[src/logic/adc_result_regs_pkg.sv]
// package: register map, fields and types for the converter result/config block
package adc_result_regs_pkg;

    localparam logic [11:0] OFF_RESULT_HIGH  = 12'h000;
    localparam logic [11:0] OFF_RESULT_LOW   = 12'h004;
    localparam logic [11:0] OFF_COMPARE_HIGH = 12'h008;
    localparam logic [11:0] OFF_COMPARE_LOW  = 12'h00C;
    localparam logic [11:0] OFF_CONFIG       = 12'h010;
    localparam logic [11:0] OFF_PIN_DISABLE  = 12'h014;
    localparam logic [11:0] OFF_CONTROL      = 12'h018;
    localparam logic [11:0] OFF_IRQ_STATUS   = 12'h01C;
    localparam logic [11:0] OFF_IRQ_MASK     = 12'h020;

    localparam int CFG_LOW_POWER_BIT = 7;
    localparam int CFG_DIV_LSB       = 5;
    localparam int CFG_LONG_SAMP_BIT = 4;
    localparam int CFG_MODE_LSB      = 2;
    localparam int CFG_CLKSEL_LSB    = 0;

    localparam int CTL_COMPARE_EN_BIT = 0;
    localparam int CTL_GREATER_EQ_BIT = 1;

    localparam int IRQ_DONE_BIT    = 0;
    localparam int IRQ_DROPPED_BIT = 1;

    localparam logic [1:0] MODE_8BIT  = 2'b00;
    localparam logic [1:0] MODE_10BIT = 2'b10;

    localparam logic [7:0] CONFIG_RESET  = 8'h00;
    localparam logic [7:0] PIN_RESET     = 8'h00;
    localparam logic [7:0] COMPARE_RESET = 8'h00;
    localparam logic [1:0] CONTROL_RESET = 2'b00;
    localparam logic [1:0] IRQ_RESET     = 2'b00;

    typedef struct packed {
        logic        psel;
        logic        penable;
        logic        pwrite;
        logic [11:0] paddr;
        logic [31:0] pwdata;
    } apb_req_t;

    typedef struct packed {
        logic        pready;
        logic        pslverr;
        logic [31:0] prdata;
    } apb_rsp_t;

    typedef struct packed {
        logic       lowPower;
        logic [1:0] clockDivide;
        logic       longSample;
        logic [1:0] resolution;
        logic [1:0] inputClock;
    } converter_cfg_t;

endpackage

[src/logic/adc_result_regs.sv]
// converter result, compare, configuration and pin disable registers on apb
//
// Our own choices: the APB interface to the registers and the placing of the registers.
`timescale 1ns/100ps
// Function
// - result bits 9:8 appear in bits 1:0 of the high result register
// - in 8-bit resolution high result bits 8 and 9 read zero
// - load results each completion unless compare enabled and condition fails
// - 10-bit: high result read blocks later transfers until low result read
// - completions during the interlock are discarded
// - 8-bit mode has no interlock; every result that passes any enabled compare transfers
// - a resolution change invalidates both result registers until next completion
// - low result holds bits 7:0, or the whole 8-bit result
// - compare high bits 9:8 used only in 10-bit mode
// - compare low bits 7:0 compared against lower result bits in both modes
// - config bit 7 selects high speed (0) or low power (1)
// - config bits 6:5 divide input clock by 1, 2, 4 or 8
// - config bit 4 selects short (0) or long (1) sample time
// - config bits 3:2 select 8-bit (00) or 10-bit (10) resolution
// - config bits 1:0 select bus, bus/2, alternate or internal clock
// - pin disable bit n: 1 disables port control of channel n pin
// - a placed result sets the done flag and may raise an interrupt
// - compare true on less-than, or greater-or-equal when selected
module adc_result_regs (
    input  wire logic                               clock,
    input  wire logic                               rst_n,
    input  wire adc_result_regs_pkg::apb_req_t      apbReq,
    output adc_result_regs_pkg::apb_rsp_t           apbRsp,
    input  wire logic                               convDone,
    input  wire logic [9:0]                         convData,
    input  wire logic                               alternateClock,
    input  wire logic                               internalAsyncClock,
    output adc_result_regs_pkg::converter_cfg_t     converterCfg,
    output logic                                    converterClockEnable,
    output logic                                    resultValid,
    output logic [7:0]                              pinDisable,
    output logic                                    irq
);
    import adc_result_regs_pkg::*;

    typedef struct packed {
        logic [9:0]     result;
        logic           valid;
        logic           locked;
        logic [7:0]     cmpHigh;
        logic [7:0]     cmpLow;
        converter_cfg_t cfg;
        logic [7:0]     pins;
        logic [1:0]     control;
        logic [1:0]     status;
        logic [1:0]     mask;
        logic [2:0]     divCount;
        logic           busHalf;
        logic [1:0]     altSync;
        logic [1:0]     asyncSync;
        logic           altPrev;
        logic           asyncPrev;
        logic           ckEnable;
        logic [31:0]    rdata;
        logic           done;
        logic           dataDone;
        logic [9:0]     dataSync;
        logic           readPending;
    } state_t;

    state_t state_reg;
    state_t state_next;

    function automatic logic [7:0] cfg_to_byte(input converter_cfg_t c);
        cfg_to_byte = {c.lowPower, c.clockDivide, c.longSample, c.resolution, c.inputClock};
    endfunction

    function automatic logic [3:0] divide_ratio(input logic [1:0] code);
        unique case (code)
            2'b00: divide_ratio = 4'd1;
            2'b01: divide_ratio = 4'd2;
            2'b10: divide_ratio = 4'd4;
            2'b11: divide_ratio = 4'd8;
        endcase
    endfunction

    logic       apbAccess;
    logic       apbWrite;
    logic       apbRead;
    logic       mapped;
    logic       tenBit;
    logic [9:0] cmpValue;
    logic [9:0] cmpSubject;
    logic       cmpLess;
    logic       cmpPass;
    logic       sourceTick;
    logic [3:0] ratio;
    logic [7:0] cfgWrite;
    logic       loadNow;

    always_comb begin
        apbAccess = apbReq.psel && apbReq.penable;
        apbWrite = apbAccess && apbReq.pwrite;
        apbRead = apbAccess && !apbReq.pwrite;
        unique case (apbReq.paddr)
            OFF_RESULT_HIGH, OFF_RESULT_LOW, OFF_COMPARE_HIGH, OFF_COMPARE_LOW,
            OFF_CONFIG, OFF_PIN_DISABLE, OFF_CONTROL, OFF_IRQ_STATUS,
            OFF_IRQ_MASK: mapped = 1'b1;
            default: mapped = 1'b0;
        endcase
        tenBit = (state_reg.cfg.resolution == MODE_10BIT);
        // 8-bit mode ignores the high compare byte entirely
        if (tenBit) begin
            cmpValue = {state_reg.cmpHigh[1:0], state_reg.cmpLow};
            cmpSubject = state_reg.dataSync;
        end else begin
            cmpValue = {2'b00, state_reg.cmpLow};
            cmpSubject = {2'b00, state_reg.dataSync[7:0]};
        end
        cmpLess = (cmpSubject < cmpValue);
        cmpPass = state_reg.control[CTL_GREATER_EQ_BIT] ? !cmpLess : cmpLess;
        loadNow = state_reg.done && !(state_reg.locked && tenBit)
            && (!state_reg.control[CTL_COMPARE_EN_BIT] || cmpPass);
        unique case (state_reg.cfg.inputClock)
            2'b00: sourceTick = 1'b1;
            2'b01: sourceTick = state_reg.busHalf;
            2'b10: sourceTick = state_reg.altSync[1] && !state_reg.altPrev;
            2'b11: sourceTick = state_reg.asyncSync[1] && !state_reg.asyncPrev;
        endcase
        ratio = divide_ratio(state_reg.cfg.clockDivide);
        cfgWrite = apbReq.pwdata[7:0];
    end

    always_comb begin
        state_next = state_reg;
        state_next.ckEnable = 1'b0;
        state_next.readPending = apbRead && !state_reg.readPending;
        // convDone is registered once so result and compare see aligned data
        state_next.done = convDone;
        state_next.dataDone = state_reg.done;
        if (convDone) begin
            state_next.dataSync = convData;
        end
        state_next.busHalf = !state_reg.busHalf;
        state_next.altSync = {state_reg.altSync[0], alternateClock};
        state_next.asyncSync = {state_reg.asyncSync[0], internalAsyncClock};
        state_next.altPrev = state_reg.altSync[1];
        state_next.asyncPrev = state_reg.asyncSync[1];
        // converter clock as enable pulses: selected source divided by ratio
        if (sourceTick) begin
            if ({1'b0, state_reg.divCount} >= ratio - 4'd1) begin
                state_next.divCount = 3'd0;
                state_next.ckEnable = 1'b1;
            end else begin
                state_next.divCount = state_reg.divCount + 3'd1;
            end
        end
        if (state_reg.done) begin
            if (state_reg.locked && tenBit) begin
                state_next.status[IRQ_DROPPED_BIT] = 1'b1;
            end else if (loadNow) begin
                state_next.result = tenBit ? state_reg.dataSync : {2'b00, state_reg.dataSync[7:0]};
                state_next.valid = 1'b1;
                state_next.status[IRQ_DONE_BIT] = 1'b1;
            end
        end
        state_next.rdata = 32'h0000_0000;
        if (apbRead) begin
            unique case (apbReq.paddr)
                OFF_RESULT_HIGH: begin
                    state_next.rdata = {30'h0, tenBit ? state_reg.result[9:8] : 2'b00};
                    if (tenBit) begin
                        state_next.locked = 1'b1;
                    end
                end
                OFF_RESULT_LOW: begin
                    state_next.rdata = {24'h0, state_reg.result[7:0]};
                    state_next.locked = 1'b0;
                end
                OFF_COMPARE_HIGH: state_next.rdata = {30'h0, state_reg.cmpHigh[1:0]};
                OFF_COMPARE_LOW: state_next.rdata = {24'h0, state_reg.cmpLow};
                OFF_CONFIG: state_next.rdata = {24'h0, cfg_to_byte(state_reg.cfg)};
                OFF_PIN_DISABLE: state_next.rdata = {24'h0, state_reg.pins};
                OFF_CONTROL: state_next.rdata = {30'h0, state_reg.control};
                OFF_IRQ_STATUS: state_next.rdata = {30'h0, state_reg.status};
                OFF_IRQ_MASK: state_next.rdata = {30'h0, state_reg.mask};
                default: state_next.rdata = 32'h0000_0000;
            endcase
        end
        if (!tenBit) begin
            state_next.locked = 1'b0;
        end
        if (apbWrite) begin
            unique case (apbReq.paddr)
                OFF_COMPARE_HIGH: state_next.cmpHigh = {6'h00, apbReq.pwdata[1:0]};
                OFF_COMPARE_LOW: state_next.cmpLow = apbReq.pwdata[7:0];
                OFF_CONFIG: begin
                    state_next.cfg.lowPower = cfgWrite[CFG_LOW_POWER_BIT];
                    state_next.cfg.clockDivide = cfgWrite[CFG_DIV_LSB +: 2];
                    state_next.cfg.longSample = cfgWrite[CFG_LONG_SAMP_BIT];
                    state_next.cfg.resolution = cfgWrite[CFG_MODE_LSB +: 2];
                    state_next.cfg.inputClock = cfgWrite[CFG_CLKSEL_LSB +: 2];
                    // the completion in this same cycle still wins and revalidates
                    if (cfgWrite[CFG_MODE_LSB +: 2] != state_reg.cfg.resolution) begin
                        if (!loadNow) begin
                            state_next.valid = 1'b0;
                        end
                        state_next.locked = 1'b0;
                    end
                end
                OFF_PIN_DISABLE: state_next.pins = apbReq.pwdata[7:0];
                OFF_CONTROL: state_next.control = apbReq.pwdata[1:0];
                // write-one-to-clear; a same-cycle set survives unless the bit was already set
                OFF_IRQ_STATUS: state_next.status = state_next.status
                    & ~(apbReq.pwdata[1:0] & ~(state_next.status & ~state_reg.status));
                OFF_IRQ_MASK: state_next.mask = apbReq.pwdata[1:0];
                default: state_next.mask = state_next.mask;
            endcase
        end
    end

    always_ff @(posedge clock) begin
        if (!rst_n) begin
            state_reg <= '0;
            state_reg.cfg <= converter_cfg_t'(CONFIG_RESET);
            state_reg.pins <= PIN_RESET;
            state_reg.cmpHigh <= COMPARE_RESET;
            state_reg.cmpLow <= COMPARE_RESET;
            state_reg.control <= CONTROL_RESET;
            state_reg.status <= IRQ_RESET;
            state_reg.mask <= IRQ_RESET;
        end else begin
            state_reg <= state_next;
        end
    end

    // read data is registered, so pready lags one cycle on reads
    always_comb begin
        apbRsp.pready = apbReq.pwrite ? 1'b1 : state_reg.readPending;
        apbRsp.pslverr = apbAccess && !mapped;
        apbRsp.prdata = state_reg.rdata;
        converterCfg = state_reg.cfg;
        converterClockEnable = state_reg.ckEnable;
        resultValid = state_reg.valid;
        pinDisable = state_reg.pins;
        irq = |(state_reg.status & state_reg.mask);
    end

endmodule

[config.mk]
export PLATFORM = sky130hd
export DESIGN_NAME = adc_result_regs
export DESIGN_NICKNAME = d
export VERILOG_FILES = /design/src/logic/adc_result_regs_pkg.sv /design/src/logic/adc_result_regs.sv
export SDC_FILE = /design/constraint.sdc
export NUM_CORES = 1
export LEC_CHECK = 0
export BUFFER_PORTS_ARGS = -buffer_cell sky130_fd_sc_hd__buf_2
export CORE_UTILIZATION = 56
export CTS_CLUSTER_SIZE = 10
export DETAILED_ROUTE_END_ITERATION = 10
export PLACE_DENSITY = 0.93
export SYNTH_ARGS = -nofsm -noshare
export SYNTH_HDL_FRONTEND = slang
export SYNTH_SLANG_ARGS = --single-unit
[constraint.sdc]
create_clock -name clock -period 5.85 [get_ports clock]
set_clock_uncertainty 0.05 [all_clocks]
set_input_delay 0.2925 -clock clock [delete_from_list [all_inputs] [get_ports clock]]
set_output_delay 0.2925 -clock clock [all_outputs]
set_load 0.005 [all_outputs]
Yosys cells after proc, flatten, opt, wreduce, memory -nomap -nowiden
Cells that the tools add are included.

operators by class
  $add $sub $neg = 2
  magnitude comparators = 2
  equal/unequal tests = 16
  muxes and demuxes = 32
  bitwise operators = 8
  reduce and logical (&&, ||, !) cells = 34

operators by type and width
  kind                                                              number
  8-bit case mux with 9 select lines                                1
  12-bit by 5-bit == test with 1-bit output, second input constant  4
  40-bit two-way mux                                                1
  12-bit by 4-bit == test with 1-bit output, second input constant  2
  8-bit two-way mux                                                 3
  10-bit two-way mux                                                2
  2-bit two-way mux                                                 8
  4-bit case mux with 4 select lines                                1
  2-bit AND reduction                                               8
  1-bit two-way mux                                                 13
  12-bit by 3-bit == test with 1-bit output, second input constant  1
  12-bit by 6-bit == test with 1-bit output, second input constant  1
  12-bit logical NOT                                                1
  2-bit == test, second input constant                              5
  1-bit logical AND                                                 10
  10-bit < comparator                                               1
  1-bit logical NOT                                                 9
  9-bit OR reduction                                                1
  2-bit AND                                                         4
  2-bit NOT                                                         3
  2-bit by 1-bit == test with 1-bit output, second input constant   2
  3-bit by 4-bit >= comparator with 1-bit output                    1
  2-bit logical NOT                                                 2
  1-bit case mux with 4 select lines                                1
  9 further kinds                                                   9

word-level totals
  flip-flop bits (word level) = 99
  output and inout bits = 53
  logic and storage cells = 119

Longest topological paths before layout
Gate-level depths: netlist of run 1.

  depth after elaboration = 17
  depth in mapped cells = 11
  depth with buffers taken out = 9

Worst setup path before layout of run 1
Ideal clock, no wire load.

  path type = register -> register
  start point = register state_reg (netlist bit converterCfg[3])
  end point = register state_reg[100] (netlist bit)
  arrival time = 2.235 ns
  path slack = 3.494 ns
  cell stages (with the launch flop) = 12
  path buffers = 2
  cell sequence = dfxtp_1 nor2b_1 clkbuf_1 and2_1 ha_1 a21oi_1 o21ai_1 mux2i_1 a22oi_1 o211ai_1 buf_2 mux2i_1

between the ends
  cells in the longest elaborated chain, start to end = 8

ends and longest elaborated chain
  element                                 line                    source
  start: declaration                      adc_result_regs.sv:66   state_t state_reg;
  start signal: assignment                adc_result_regs.sv:228  state_reg <= state_next;
  2-bit == test *                         adc_result_regs.sv:106  tenBit = (state_reg.cfg.resolution == MODE_10BIT);
  10-bit two-way mux *                    adc_result_regs.sv:108  if (tenBit) begin
  named net cmpSubject[9]                 adc_result_regs.sv:88   logic [9:0] cmpSubject;
  10-bit < comparator *                   adc_result_regs.sv:115  cmpLess = (cmpSubject < cmpValue);
  1-bit logical NOT                       adc_result_regs.sv:116  cmpPass = state_reg.control[CTL_GREATER_EQ_BIT] ? !cmpLess : cmpLess;
  1-bit two-way mux *                     adc_result_regs.sv:116
  1-bit logical OR *                      adc_result_regs.sv:118  && (!state_reg.control[CTL_COMPARE_EN_BIT] || cmpPass);
  1-bit logical AND *                     adc_result_regs.sv:118
  3-bit AND reduction (no source line) *  -

The timed path passes the listed nets; every way through them passes the cells marked *.
A chain may end at the register's enable or synchronous reset.

Worst setup path after layout of run 1
  start point = register state_reg (netlist bit converterCfg[3])
  end point = register state_reg[99] (netlist bit)

Same word-level chain as after synthesis.

==> metrics.yaml, run 1 <==
route:
  dr.pass1.iters: 6
  drt-initial-drc-count: 315
  drcViolationCount: 0
  routed_wl_um: 9190
  route.vias.total: 3313
  avgViaCountPerCell: 5.62
  avgRoutedWirePerCell_um: 15.6
  ant_nets: 0
finish:
  final_cells: 590
  final_cell_area_sq_um: 4370
  largest_reg_flops: 44
  fill_cells: 546
  nets: 564
  final_util_pct: 63.6
  area_delta_synth_final_pct: 8.17
  drive_above_1_share_pct: 21.3
  multi_input_area_sq_um: 2130
  diodes: 0
  seq_area_sq_um: 1500
worst_setup_path:
  cp-end-kind: "flip-flop"
  worstPathMaxFanout: 9
  slowest_delay_ns: 0.71
  start_kind: "flip-flop"
  cpMaxStageDelayCell: "o211ai_1"
  criticalPathCategory: "reg2reg"
  reg2reg_depth: 8
  critical_path_arrival_ns: 3.43
  cp.required_ns: 6.09
  crit_chain: "nor2b_1, and2_1, ha_1, a21oi_1, o2111ai_1, o211ai_1, buf_4, mux2i_1"
clock_network:
  clkTransAtPathRegs_ns: 0.09
  cts_made_buffers: 9
  cts_tree: "done"
  clkLatencyLatePin_ns: 0.37
  postCtsHoldBufs: 0
  root_buffer: "clkbuf_8"
  cts.sinks: 75
  htreeDepth: 3
  cts_resized: 0
  cts.path.max_buffers: 2
  post_cts_buffers: 0
pwr:
  p_sw_uw: 262
  p_leak_nw: 1.77
  p_comb_share_pct: 7.6
  power.density_nw_per_um2: 245
  vdd_drop_max_mv: 0.122
  clkPwrFrac_pct: 43.4
  switching_share_pct: 24.4
  seqPwrFrac_pct: 49.1
  intPower_uw: 811
logic_synthesis:
  syn_inst: 453
  syn_avg_cell_area_sq_um: 8.92
  yosysTopAreaCell: "dfxtp_1"
  synth_edf_count: 0
  synth_flop_cell: "dfxtp_1"
  yosysMostFrequentCell: "dfxtp_1"
  seq_area_frac_synth_pct: 37.2
  synthTopCellsByCount: "75 x dfxtp_1, 71 x nand2_1, 49 x buf_4, 34 x mux2i_1, 29 x nor2b_1"
  synth_warnings: 0
  syn_area_sq_um: 4040
  synth_top_area_share_pct: 37.2
  synth_area_leaders: "dfxtp_1 37%, buf_4 9.1%, mux2i_1 8.4%, nand2_1 6.6%, nor2b_1 4.5%"
  synth_cell_types: 53
  async_flop_share_pct: 0
  ys_ff_latch: 75
outcome:
  status: "completed"
grt:
  grt_max_degree: 78
  grt_pass1_vias: 3223
  track_usage_pct: 26.0
  antenna_found_initial: 0
  grt.overflow.total: 0
  grt_first_pass_wirelength_um: 15000
placed_design:
  dp_hpwl_um: 6450
  placedCellCount: 574
  numPortBuffers: 66
  place_congestion: 0.912
  place_area_sq_um: 4140
floorplan:
  row_count: 30
  die-area_sq_um: 7560
  fp.dieW_um: 87.0
  core_area_sq_um: 6870
  start_util_pct: 58.8
  fp.dieH_um: 87.0
  io_pins: 115
sta:
  finalSetupViolCount: 0
  rsz0062_at_grt: "false"
  maxSlewHeadroom_pct: 26.2
  worst_pin_slew_ns: 1.11
  fin_tns_setup_ns: 0
  max_freq_ghz: 0.313
  hold_viol_final: 0
  fin_crit_sh_pct: 54.6
  period_needed_ns: 3.19
  drv_slew: 0
flow_run:
  drv_cap: 0
min_path:
  whs_path_depth: 2
  hp-class: "in2reg"
-- metal layers --
layer  wire length [um]  track usage, %  share of wire, %
met5                  0               0                 0
met4                300            15.9               3.3
met1               3840            30.2                42
met2               4380            44.0                48
met3                670            5.50               7.3
-- critical path: cells and delay by family (launching register included) --
kind / cells / cell delay (ns)
AOI/OAI and AO/OA: 3 / 1.03
adders and majority gates: 1 / 0.28
buffers and inverters: 1 / 0.31
DFF: 1 / 0.42
muxes: 1 / 0.22
and+or+nand+nor: 2 / 0.80
-- final cells by class --
| type | count | share of cell area (%) |
|---|---|---|
| flip-flops and latches | 75 | 34.3 |
| inverters | 12 | 1.03 |
| clock inverters | 6 | 2.18 |
| well taps | 96 | 2.75 |
| repair buffers | 67 | 7.73 |
| multi-input cells | 324 | 48.8 |
| clock buffers | 10 | 3.15 |
-- power groups by stage --
| stage | clock (mW) | combinational [mW] | sequential [mW] |
|---|---|---|---|
| after floorplan | 0 | 0.0625 | 0.535 |
| after global placement | 0 | 0.0772 | 0.537 |
| after detailed placement | 0 | 0.0800 | 0.538 |
| after global routing | 0.486 | 0.0897 | 0.527 |
| after CTS | 0.469 | 0.0804 | 0.526 |
| final | 0.465 | 0.0813 | 0.526 |
-- path summary, 6_finish.rpt --
kind | from | to | slack, ns
max | converterCfg[3] | state_reg[99] | 2.66
min | internalAsyncClock | state_next[49] | 0.08
max reg2reg | converterCfg[3] | state_reg[99] | 2.66
min reg2reg | state_next[49] | state_next[46] | 0.39
-- cell usage in the layout (no fill, tap or decap), types with 3 or more instances in the layout --
cell       n
a21boi_1  19
a21oi_1    9
a21oi_2    3
a221oi_1   5
a22o_1     3
a22oi_1    7
a32oi_1    3
and2_1    10
buf_2     66
clkbuf_8  10
conb_1    24
dfxtp_1   75
ha_1      13
inv_1     12
inv_6      3
mux2i_1   34
nand2_1   71
nand2b_1   3
nand3_1    8
nand4_1    3
nor2_1    21
nor2_4     3
nor2b_1   29
nor3_1     4
o21ai_0    8
o21ai_1    3
or3_1      6
-- kinds of logic after synthesis --
logic type      Yosys count  share of synthesized area, %
simple gates            177                          24.1
compound gates           71                          12.5
fa+ha+maj                13                          4.02
buf+inv                  77                          12.2
mux                      37                          9.54
flops                    75                          37.2
xor+xnor                  2                         0.434
other cells               1                        0.0928
-- metrics by stage --
stage,setup slack [ns],hold WS (ns),power (mW)
after global placement,2.91,0.352,0.614
after CTS,2.70,0.0788,1.07
after global routing,2.45,0.0917,1.10
after floorplan,3.49,0.343,0.598
after detailed placement,2.81,0.376,0.618
final,2.66,0.0829,1.07
Note: power is estimated with default switching activity, not from simulation.
==> inputs of run 2 (changes only) <==
--- a/config.mk
+++ b/config.mk
@@ -6,10 +6,10 @@
 export NUM_CORES = 1
 export LEC_CHECK = 0
 export BUFFER_PORTS_ARGS = -buffer_cell sky130_fd_sc_hd__buf_2
-export CORE_UTILIZATION = 56
+export CORE_UTILIZATION = 52
 export CTS_CLUSTER_SIZE = 10
 export DETAILED_ROUTE_END_ITERATION = 10
-export PLACE_DENSITY = 0.93
+export PLACE_DENSITY = 0.88
 export SYNTH_ARGS = -nofsm -noshare
 export SYNTH_HDL_FRONTEND = slang
 export SYNTH_SLANG_ARGS = --single-unit
==> constraint.sdc (replaced) <==
create_clock -name clock -period 3 [get_ports clock]
set_clock_uncertainty 0.05 [all_clocks]
set_input_delay 0.15 -clock clock [delete_from_list [all_inputs] [get_ports clock]]
set_output_delay 0.15 -clock clock [all_outputs]
set_load 0.005 [all_outputs]
==> run 2 against run 1 <==
Against the previous run: setup slack got worse by 2.1 ns; sequential power increased by 96%; first-iteration DRC count grew 25%; largest power group unchanged; highest routed layer unchanged.
==> metrics.yaml, run 2 (synthesis results as in run 1) <==
placed_design:
  place_congestion: 0.849  # was 0.912
  numPortBuffers: 66  # unchanged
  dp_hpwl_um: 6610  # was 6450 um
  dp_slack_ns: 0.657  # was 2.81 ns
clock_network:
  cts_tree: "done"  # unchanged
  clkLatencyLatePin_ns: 0.36  # was 0.37 ns
  root_buffer: "clkbuf_8"  # unchanged
  cts_made_buffers: 9  # unchanged
  cts.sinks: 75  # unchanged
  cts_resized: 0  # unchanged
  clkTransAtPathRegs_ns: 0.08  # was 0.09 ns
  cts.path.max_buffers: 2  # unchanged
  htreeDepth: 3  # unchanged
route:
  drcViolationCount: 0  # unchanged
  routed_wl_um: 9180  # was 9190 um
  drt-initial-drc-count: 393  # was 315
  route.vias.total: 3318  # was 3313
  avgViaCountPerCell: 5.52  # was 5.62
  ant_nets: 0  # unchanged
  dr.pass1.iters: 5  # was 6
  avgRoutedWirePerCell_um: 15.3  # was 15.6 um
grt:
  grt.overflow.total: 0  # unchanged
  grt_max_degree: 77  # was 78
  track_usage_pct: 23.3  # was 26.0%
  grt_first_pass_wirelength_um: 15000  # about the same
  antenna_found_initial: 0  # unchanged
  grt_pass1_vias: 3154  # was 3223
floorplan:
  fp.dieW_um: 90.2  # was 87.0 um
  start_util_pct: 54.8  # was 58.8%
  core_area_sq_um: 7370  # was 6870 sq um
  row_count: 31  # was 30
  io_pins: 115  # unchanged
  fp.dieH_um: 90.2  # was 87.0 um
  die-area_sq_um: 8130  # was 7560 sq um
pwr:
  seqPwrFrac_pct: 48.1  # was 49.1%
  p_leak_nw: 1.82  # was 1.77 nW
  p_comb_share_pct: 7.7  # was 7.6%
  switching_share_pct: 22.3  # was 24.4%
  clkPwrFrac_pct: 44.2  # was 43.4%
  vdd_drop_max_mv: 0.281  # was 0.122 mV
  intPower_mw: 1.66  # was 811 uW
  power.density_nw_per_um2: 478  # was 245 nW/um^2
  p_sw_uw: 476  # was 262 uW
worst_setup_path:
  regToRegStartpoint: "converterCfg[3]"  # unchanged
  start_kind: "flip-flop"  # unchanged
  criticalPathCategory: "reg2reg"  # unchanged
  cpMaxStageDelayCell: "dfxtp_1"  # was o211ai_1
  cp-end-kind: "flip-flop"  # unchanged
  critical_path_arrival_ns: 2.65  # was 3.43 ns
  cp-startpoint: "converterCfg[3]"  # unchanged
  cp.required_ns: 3.23  # was 6.09 ns
  worstPathMaxFanout: 9  # unchanged
  crit_chain: "nor2b_1, buf_4, and2_1, ha_1, a21oi_1, o21ai_1, mux2i_1, a22oi_1, o211ai_1, buf_4, mux2i_1"  # was nor2b_1, and2_1, ha_1, a21oi_1, o2111ai_1, o211ai_1, buf_4, mux2i_1
  slowest_delay_ns: 0.36  # was 0.71 ns
sta:
  period_needed_ns: 2.43  # was 3.19 ns
  rsz0062_at_grt: "false"  # unchanged
  fin_ws_ns: 0.571  # was 2.66 ns
  drv_slew: 0  # unchanged
  max_freq_ghz: 0.412  # was 0.313 GHz
  maxSlewHeadroom_pct: 57.4  # was 26.2%
  worst_pin_slew_ns: 0.639  # was 1.11 ns
  finalSetupViolCount: 0  # unchanged
  fin_crit_sh_pct: 81.0  # was 54.6%
  hold_viol_final: 0  # unchanged
  fin_tns_setup_ns: 0  # unchanged
min_path:
  hp-class: "in2reg"  # unchanged
  holdCritStartpoint: "convData[6]"  # was internalAsyncClock
finish:
  layout_common_cells: "75 x dfxtp_1, 71 x nand2_1, 66 x buf_2"  # unchanged
  largest_reg_flops: 44  # unchanged
  final_common_cell: "dfxtp_1"  # unchanged
  fill_cells: 591  # was 546
  area_delta_synth_final_pct: 10.3  # was 8.17%
  nets: 573  # was 564
  diodes: 0  # unchanged
  seq_area_sq_um: 1500  # unchanged
  final_util_pct: 60.5  # was 63.6%
  multi_input_area_sq_um: 2130  # unchanged
  drive_above_1_share_pct: 21.7  # was 21.3%
flow_run:
  drv_cap: 0  # unchanged
outcome:
  status: "completed"  # unchanged
## run 2: cell types whose count changed in the layout (fill, tap and decap cells not counted), sizes merged
cell         previous run  this run
buf                    67        73
dlygate4sd3             0         3
clkbuf                 10        11
bufinv                  2         3
inv                    15        12
## run 2: worst paths after layout
check	endpoint	slack, ns	depth (start not counted)
worst max-delay path	state_reg[105]	0.57	11
worst min register to register	state_next[47]	0.38	1
worst max register to register	state_reg[105]	0.57	11
worst min-delay path	state_reg[7]	0.0001	3
## run 2: layout make-up
cell class,count,area share [%]
clock buffer,11,3.17
clock inverter,4,2.22
tap,99,2.78
timing repair buffer,76,9.26
sequential,75,33.7
multi-input combinational,324,47.9
inverter,12,1.01
## run 2: through the flow
stage	hold WS (ns)	instance area, sq um	cells	power [mW]
2_1_floorplan	0.222	4130	476	1.17
3_3_place_gp	0.306	4190	583	1.20
3_5_place_dp	0.312	4190	583	1.21
4_1_cts	0.0000674	4460	601	2.13
5_1_grt	0.0130	4460	601	2.20
6_report	0.0000956	4460	601	2.13
## run 2: layer usage
layer | vias to the layer above | share of wire (%) | global-route usage (%) | wire (um)
met5 | - | 0 | 0 | 0
met1 | 1551 | 42 | 27.5 | 3830
met2 | 174 | 48 | 39.6 | 4390
li1 | 1562 | - | - | -
met4 | 0 | 3.3 | 13.6 | 303
met3 | 31 | 7.1 | 4.06 | 651
## run 2: critical path, delay by kind of cell, from the launching register on
family | cells | cell delay, ns
AO/OA/AOI/OAI | 4 | 0.52
adder cells (fa/ha/maj) | 1 | 0.34
buffers and inverters | 2 | 0.39
flip-flops | 1 | 0.36
multiplexers | 2 | 0.37
AND/OR/NAND/NOR | 2 | 0.32
## run 2: timing repair
item,in CTS,in global routing
setup buffers,0,0
endpoints found under the hold margin,3,0
hold buffers,3,0
## run 2: power groups by stage
stage	Sequential, mW	Combinational (mW)	Clock [mW]
after global routing	1.03	0.180	0.993
after CTS	1.03	0.162	0.947
final	1.03	0.164	0.943
after global placement	1.05	0.152	0
after detailed placement	1.05	0.158	0
after floorplan	1.04	0.122	0
==> inputs of run 3 (changes only) <==
--- a/config.mk
+++ b/config.mk
@@ -5,11 +5,12 @@
 export SDC_FILE = /design/constraint.sdc
 export NUM_CORES = 1
 export LEC_CHECK = 0
+export ABC_AREA = 1
 export BUFFER_PORTS_ARGS = -buffer_cell sky130_fd_sc_hd__buf_2
-export CORE_UTILIZATION = 52
+export CORE_UTILIZATION = 47
 export CTS_CLUSTER_SIZE = 10
 export DETAILED_ROUTE_END_ITERATION = 10
-export PLACE_DENSITY = 0.88
+export PLACE_DENSITY = 0.84
 export SYNTH_ARGS = -nofsm -noshare
 export SYNTH_HDL_FRONTEND = slang
 export SYNTH_SLANG_ARGS = --single-unit
==> constraint.sdc (replaced) <==
create_clock -name clock -period 2.03 [get_ports clock]
set_clock_uncertainty 0.05 [all_clocks]
set_input_delay 0.1015 -clock clock [delete_from_list [all_inputs] [get_ports clock]]
set_output_delay 0.1015 -clock clock [all_outputs]
set_load 0.005 [all_outputs]
==> run 3 against run 2 <==
Against the previous run: the flow now finishes with violations (negative setup slack); register-to-register slack got worse by 0.58 ns; sequential share of layout area fell by 1.4 points; die area rose by 8.9%; final area rose by 4.4%; critical endpoint is now resultValid.
==> metrics.yaml, run 3 <==
floorplan:
  core_area_sq_um: 8220  # was 7370 sq um
  fp.dieW_um: 94.1  # was 90.2 um
  fp.dieH_um: 94.1  # was 90.2 um
  row_count: 33  # was 31
  io_pins: 115  # unchanged
  start_util_pct: 48.5  # was 54.8%
  die-area_sq_um: 8850  # was 8130 sq um
clock_network:
  cts.sinks: 75  # unchanged
  cts.path.max_buffers: 2  # unchanged
  cts_made_buffers: 9  # unchanged
  cts_tree: "done"  # unchanged
  root_buffer: "clkbuf_8"  # unchanged
  clkTransAtPathRegs_ns: 0.09  # was 0.08 ns
  htreeDepth: 3  # unchanged
  clkLatencyLatePin_ns: 0.35  # was 0.36 ns
placed_design:
  place_congestion: 0.861  # was 0.849
  dp_hpwl_um: 6830  # was 6610 um
  numPortBuffers: 66  # unchanged
outcome:
  status: "complete, but fails checks"  # was completed
  violations: "negative setup slack"
worst_setup_path:
  reg2reg_depth: 13  # was 11
  slowest_delay_ns: 0.34  # was 0.36 ns
  rrSetupSlack_ns: -0.01  # was 0.57 ns
  cp.required_ns: 2.26  # was 3.23 ns
  worstPathMaxFanout: 9  # unchanged
  criticalPathCategory: "reg2reg"  # unchanged
  rr_endpoint: "resultValid"  # was state_reg[105]
  critical_path_arrival_ns: 2.27  # was 2.65 ns
  regToRegStartpoint: "converterCfg[3]"  # unchanged
  crit_chain: "inv_2, nor2_4, nand2_2, ha_4, nand2_4, nor2_4, nand3_2, nand3_1, nand2_1, nand3_2, buf_6, nand2_1, a21oi_1"  # was nor2b_1, buf_4, and2_1, ha_1, a21oi_1, o21ai_1, mux2i_1, a22oi_1, o211ai_1, buf_4, mux2i_1
  cp-end-kind: "flip-flop"  # unchanged
  cpMaxStageDelayCell: "dfxtp_2"  # was dfxtp_1
  start_kind: "flip-flop"  # unchanged
flow_run:
  drv_cap: 0  # unchanged
grt:
  grt.overflow.total: 0  # unchanged
  track_usage_pct: 21.1  # was 23.3%
  grt_max_degree: 38  # was 77
  antenna_found_initial: 0  # unchanged
  grt_pass1_vias: 3178  # was 3154
  grt_first_pass_wirelength_um: 14300  # was 15000 um
sta:
  fin_tns_setup_ns: -0.0193  # was 0 ns
  fin_crit_sh_pct: 101  # was 81.0%
  fin_ws_ns: -0.0120  # was 0.571 ns
  maxSlewHeadroom_pct: 58.6  # was 57.4%
  drv_slew: 0  # unchanged
  rsz0062_at_grt: "true"  # was false
  max_freq_ghz: 0.490  # was 0.412 GHz
  hold_viol_final: 0  # unchanged
  worst_pin_slew_ns: 0.620  # was 0.639 ns
  finalSetupViolCount: 2  # was 0
  period_needed_ns: 2.04  # was 2.43 ns
logic_synthesis:
  syn_area_sq_um: 3990  # was 4040 sq um
  syn_inst: 532  # was 453
  yosysMostFrequentCell: "dfxtp_1"  # unchanged
  ys_ff_latch: 75  # unchanged
  seq_area_frac_synth_pct: 37.7  # was 37.2%
  yosysTopAreaCell: "dfxtp_1"  # unchanged
  synth_area_leaders: "dfxtp_1 38%, buf_4 9.4%, inv_1 6.8%, a21oi_1 6.3%, o21ai_0 5.9%"  # was dfxtp_1 37%, buf_4 9.1%, mux2i_1 8.4%, nand2_1 6.6%, nor2b_1 4.5%
  synth_flop_cell: "dfxtp_1"  # unchanged
  synthTopCellsByCount: "75 x dfxtp_1, 72 x inv_1, 59 x nand2_1, 50 x a21oi_1, 50 x buf_4"  # was 75 x dfxtp_1, 71 x nand2_1, 49 x buf_4, 34 x mux2i_1, 29 x nor2b_1
  synth_warnings: 0  # unchanged
  synth_top_area_share_pct: 37.7  # was 37.2%
  async_flop_share_pct: 0  # unchanged
  synth_cell_types: 37  # was 53
  synth_edf_count: 0  # unchanged
  syn_avg_cell_area_sq_um: 7.49  # was 8.92 sq um
pwr:
  p_leak_nw: 2.09  # was 1.82 nW
  power.density_nw_per_um2: 667  # was 478 nW/um^2
  vdd_drop_max_mv: 0.310  # was 0.281 mV
  p_total_mw: 3.10  # was 2.13 mW
min_path:
  worstHoldEndpoint: "pinDisable[7]"  # was state_reg[7]
  hp-class: "in2reg"  # unchanged
  whs_path_depth: 3  # unchanged
  holdCritStartpoint: "apbReq[7]"  # was convData[6]
route:
  dr.pass1.iters: 7  # was 5
  routed_wl_um: 9260  # was 9180 um
  avgViaCountPerCell: 5.10  # was 5.52
  drcViolationCount: 0  # unchanged
  drt-initial-drc-count: 291  # was 393
  ant_nets: 0  # unchanged
  avgRoutedWirePerCell_um: 13.1  # was 15.3 um
  route.vias.total: 3598  # was 3318
finish:
  area_delta_synth_final_pct: 16.7  # was 10.3%
  largest_reg_flops: 44  # unchanged
  drive_above_1_share_pct: 26.0  # was 21.7%
  nets: 670  # was 573
  diodes: 0  # unchanged
  layout_common_cells: "74 x dfxtp_1, 69 x inv_1, 66 x buf_2"  # was 75 x dfxtp_1, 71 x nand2_1, 66 x buf_2
  final_common_cell: "dfxtp_1"  # unchanged
-- run 3: how the worst max path moves through the flow --
| stage | from | end | cells past startpoint |
|---|---|---|---|
| after floorplan | converterCfg[3] | state_reg[101] | 13 |
| after global placement | converterCfg[3] | state_reg[103] | 13 |
| after detailed placement | converterCfg[3] | state_reg[97] | 13 |
| after CTS | converterCfg[3] | state_reg[58] | 12 |
| after global routing | converterCfg[3] | resultValid | 13 |
| final | converterCfg[3] | resultValid | 13 |
-- run 3: logic make-up (layout without fill, tap and decap cells) --
group / Yosys count / in the layout / synth area share, %
AO/OA/AOI/OAI: 120 / 120 / 16.4
XOR/XNOR: 2 / 2 / 0.440
adder cells (fa/ha/maj): 13 / 13 / 4.08
buffers and inverters: 142 / 187 / 18.6
flip-flops: 75 / 75 / 37.7
other: 1 / 24 / 0.0941
AND/OR/NAND/NOR: 179 / 179 / 22.8
-- run 3: power by group --
group	leakage, nW	switching, mW	internal [mW]	total, mW
Sequential	0.611	0.0200	1.51	1.53
Clock	0.111	0.593	0.702	1.29
Combinational	1.37	0.168	0.111	0.279
-- run 3: metal layers --
metal,share of wire (%),GRT usage [%],wire length [um]
met2,46,35.5,4280
met1,45,25.2,4170
met4,3.8,14.0,350
met3,5.0,2.51,467
met5,0,0,0
-- run 3: worst max-delay path, delay by kind of cell (launching register included) --
kind	cells	cell delay (ns)
simple gates	9	0.94
buf+inv	2	0.18
compound gates	1	0.16
fa+ha+maj	1	0.30
flops	1	0.34
-- run 3: repair_timing --
action | in CTS | in global routing
cloned | 0 | 1
resized for setup | 1 | 25
endpoints found under the setup margin | 12 | 13
setup buffers | 0 | 2
pin swaps | 0 | 7
hold buffers | 13 | 0
hold endpoints to repair | 13 | 0
-- run 3: cell type report --
type | instances | area [sq um]
Tap cell | 105 | 131
Sequential cell | 75 | 1500
Timing Repair Buffer | 94 | 581
Multi-Input combinational cell | 338 | 1920
Inverter | 77 | 290
Clock inverter | 7 | 101
Fill cell | 762 | 3560
Clock buffer | 9 | 124
-- run 3: through the flow --
step | instances | util, % | cell area (sq um) | hold slack [ns] | setup slack (ns)
3_5_place_dp | 673 | 50.8 | 4170 | 0.237 | -0.0630
4_1_cts | 702 | 55.2 | 4530 | 0.00534 | 0.00373
2_1_floorplan | 555 | - | 4070 | 0.145 | 0.0297
3_3_place_gp | 673 | 50.8 | 4170 | 0.234 | -0.00446
6_report | 705 | 56.6 | 4650 | 0.00969 | -0.0120
5_1_grt | 705 | 56.6 | 4650 | 0.0232 | -0.124
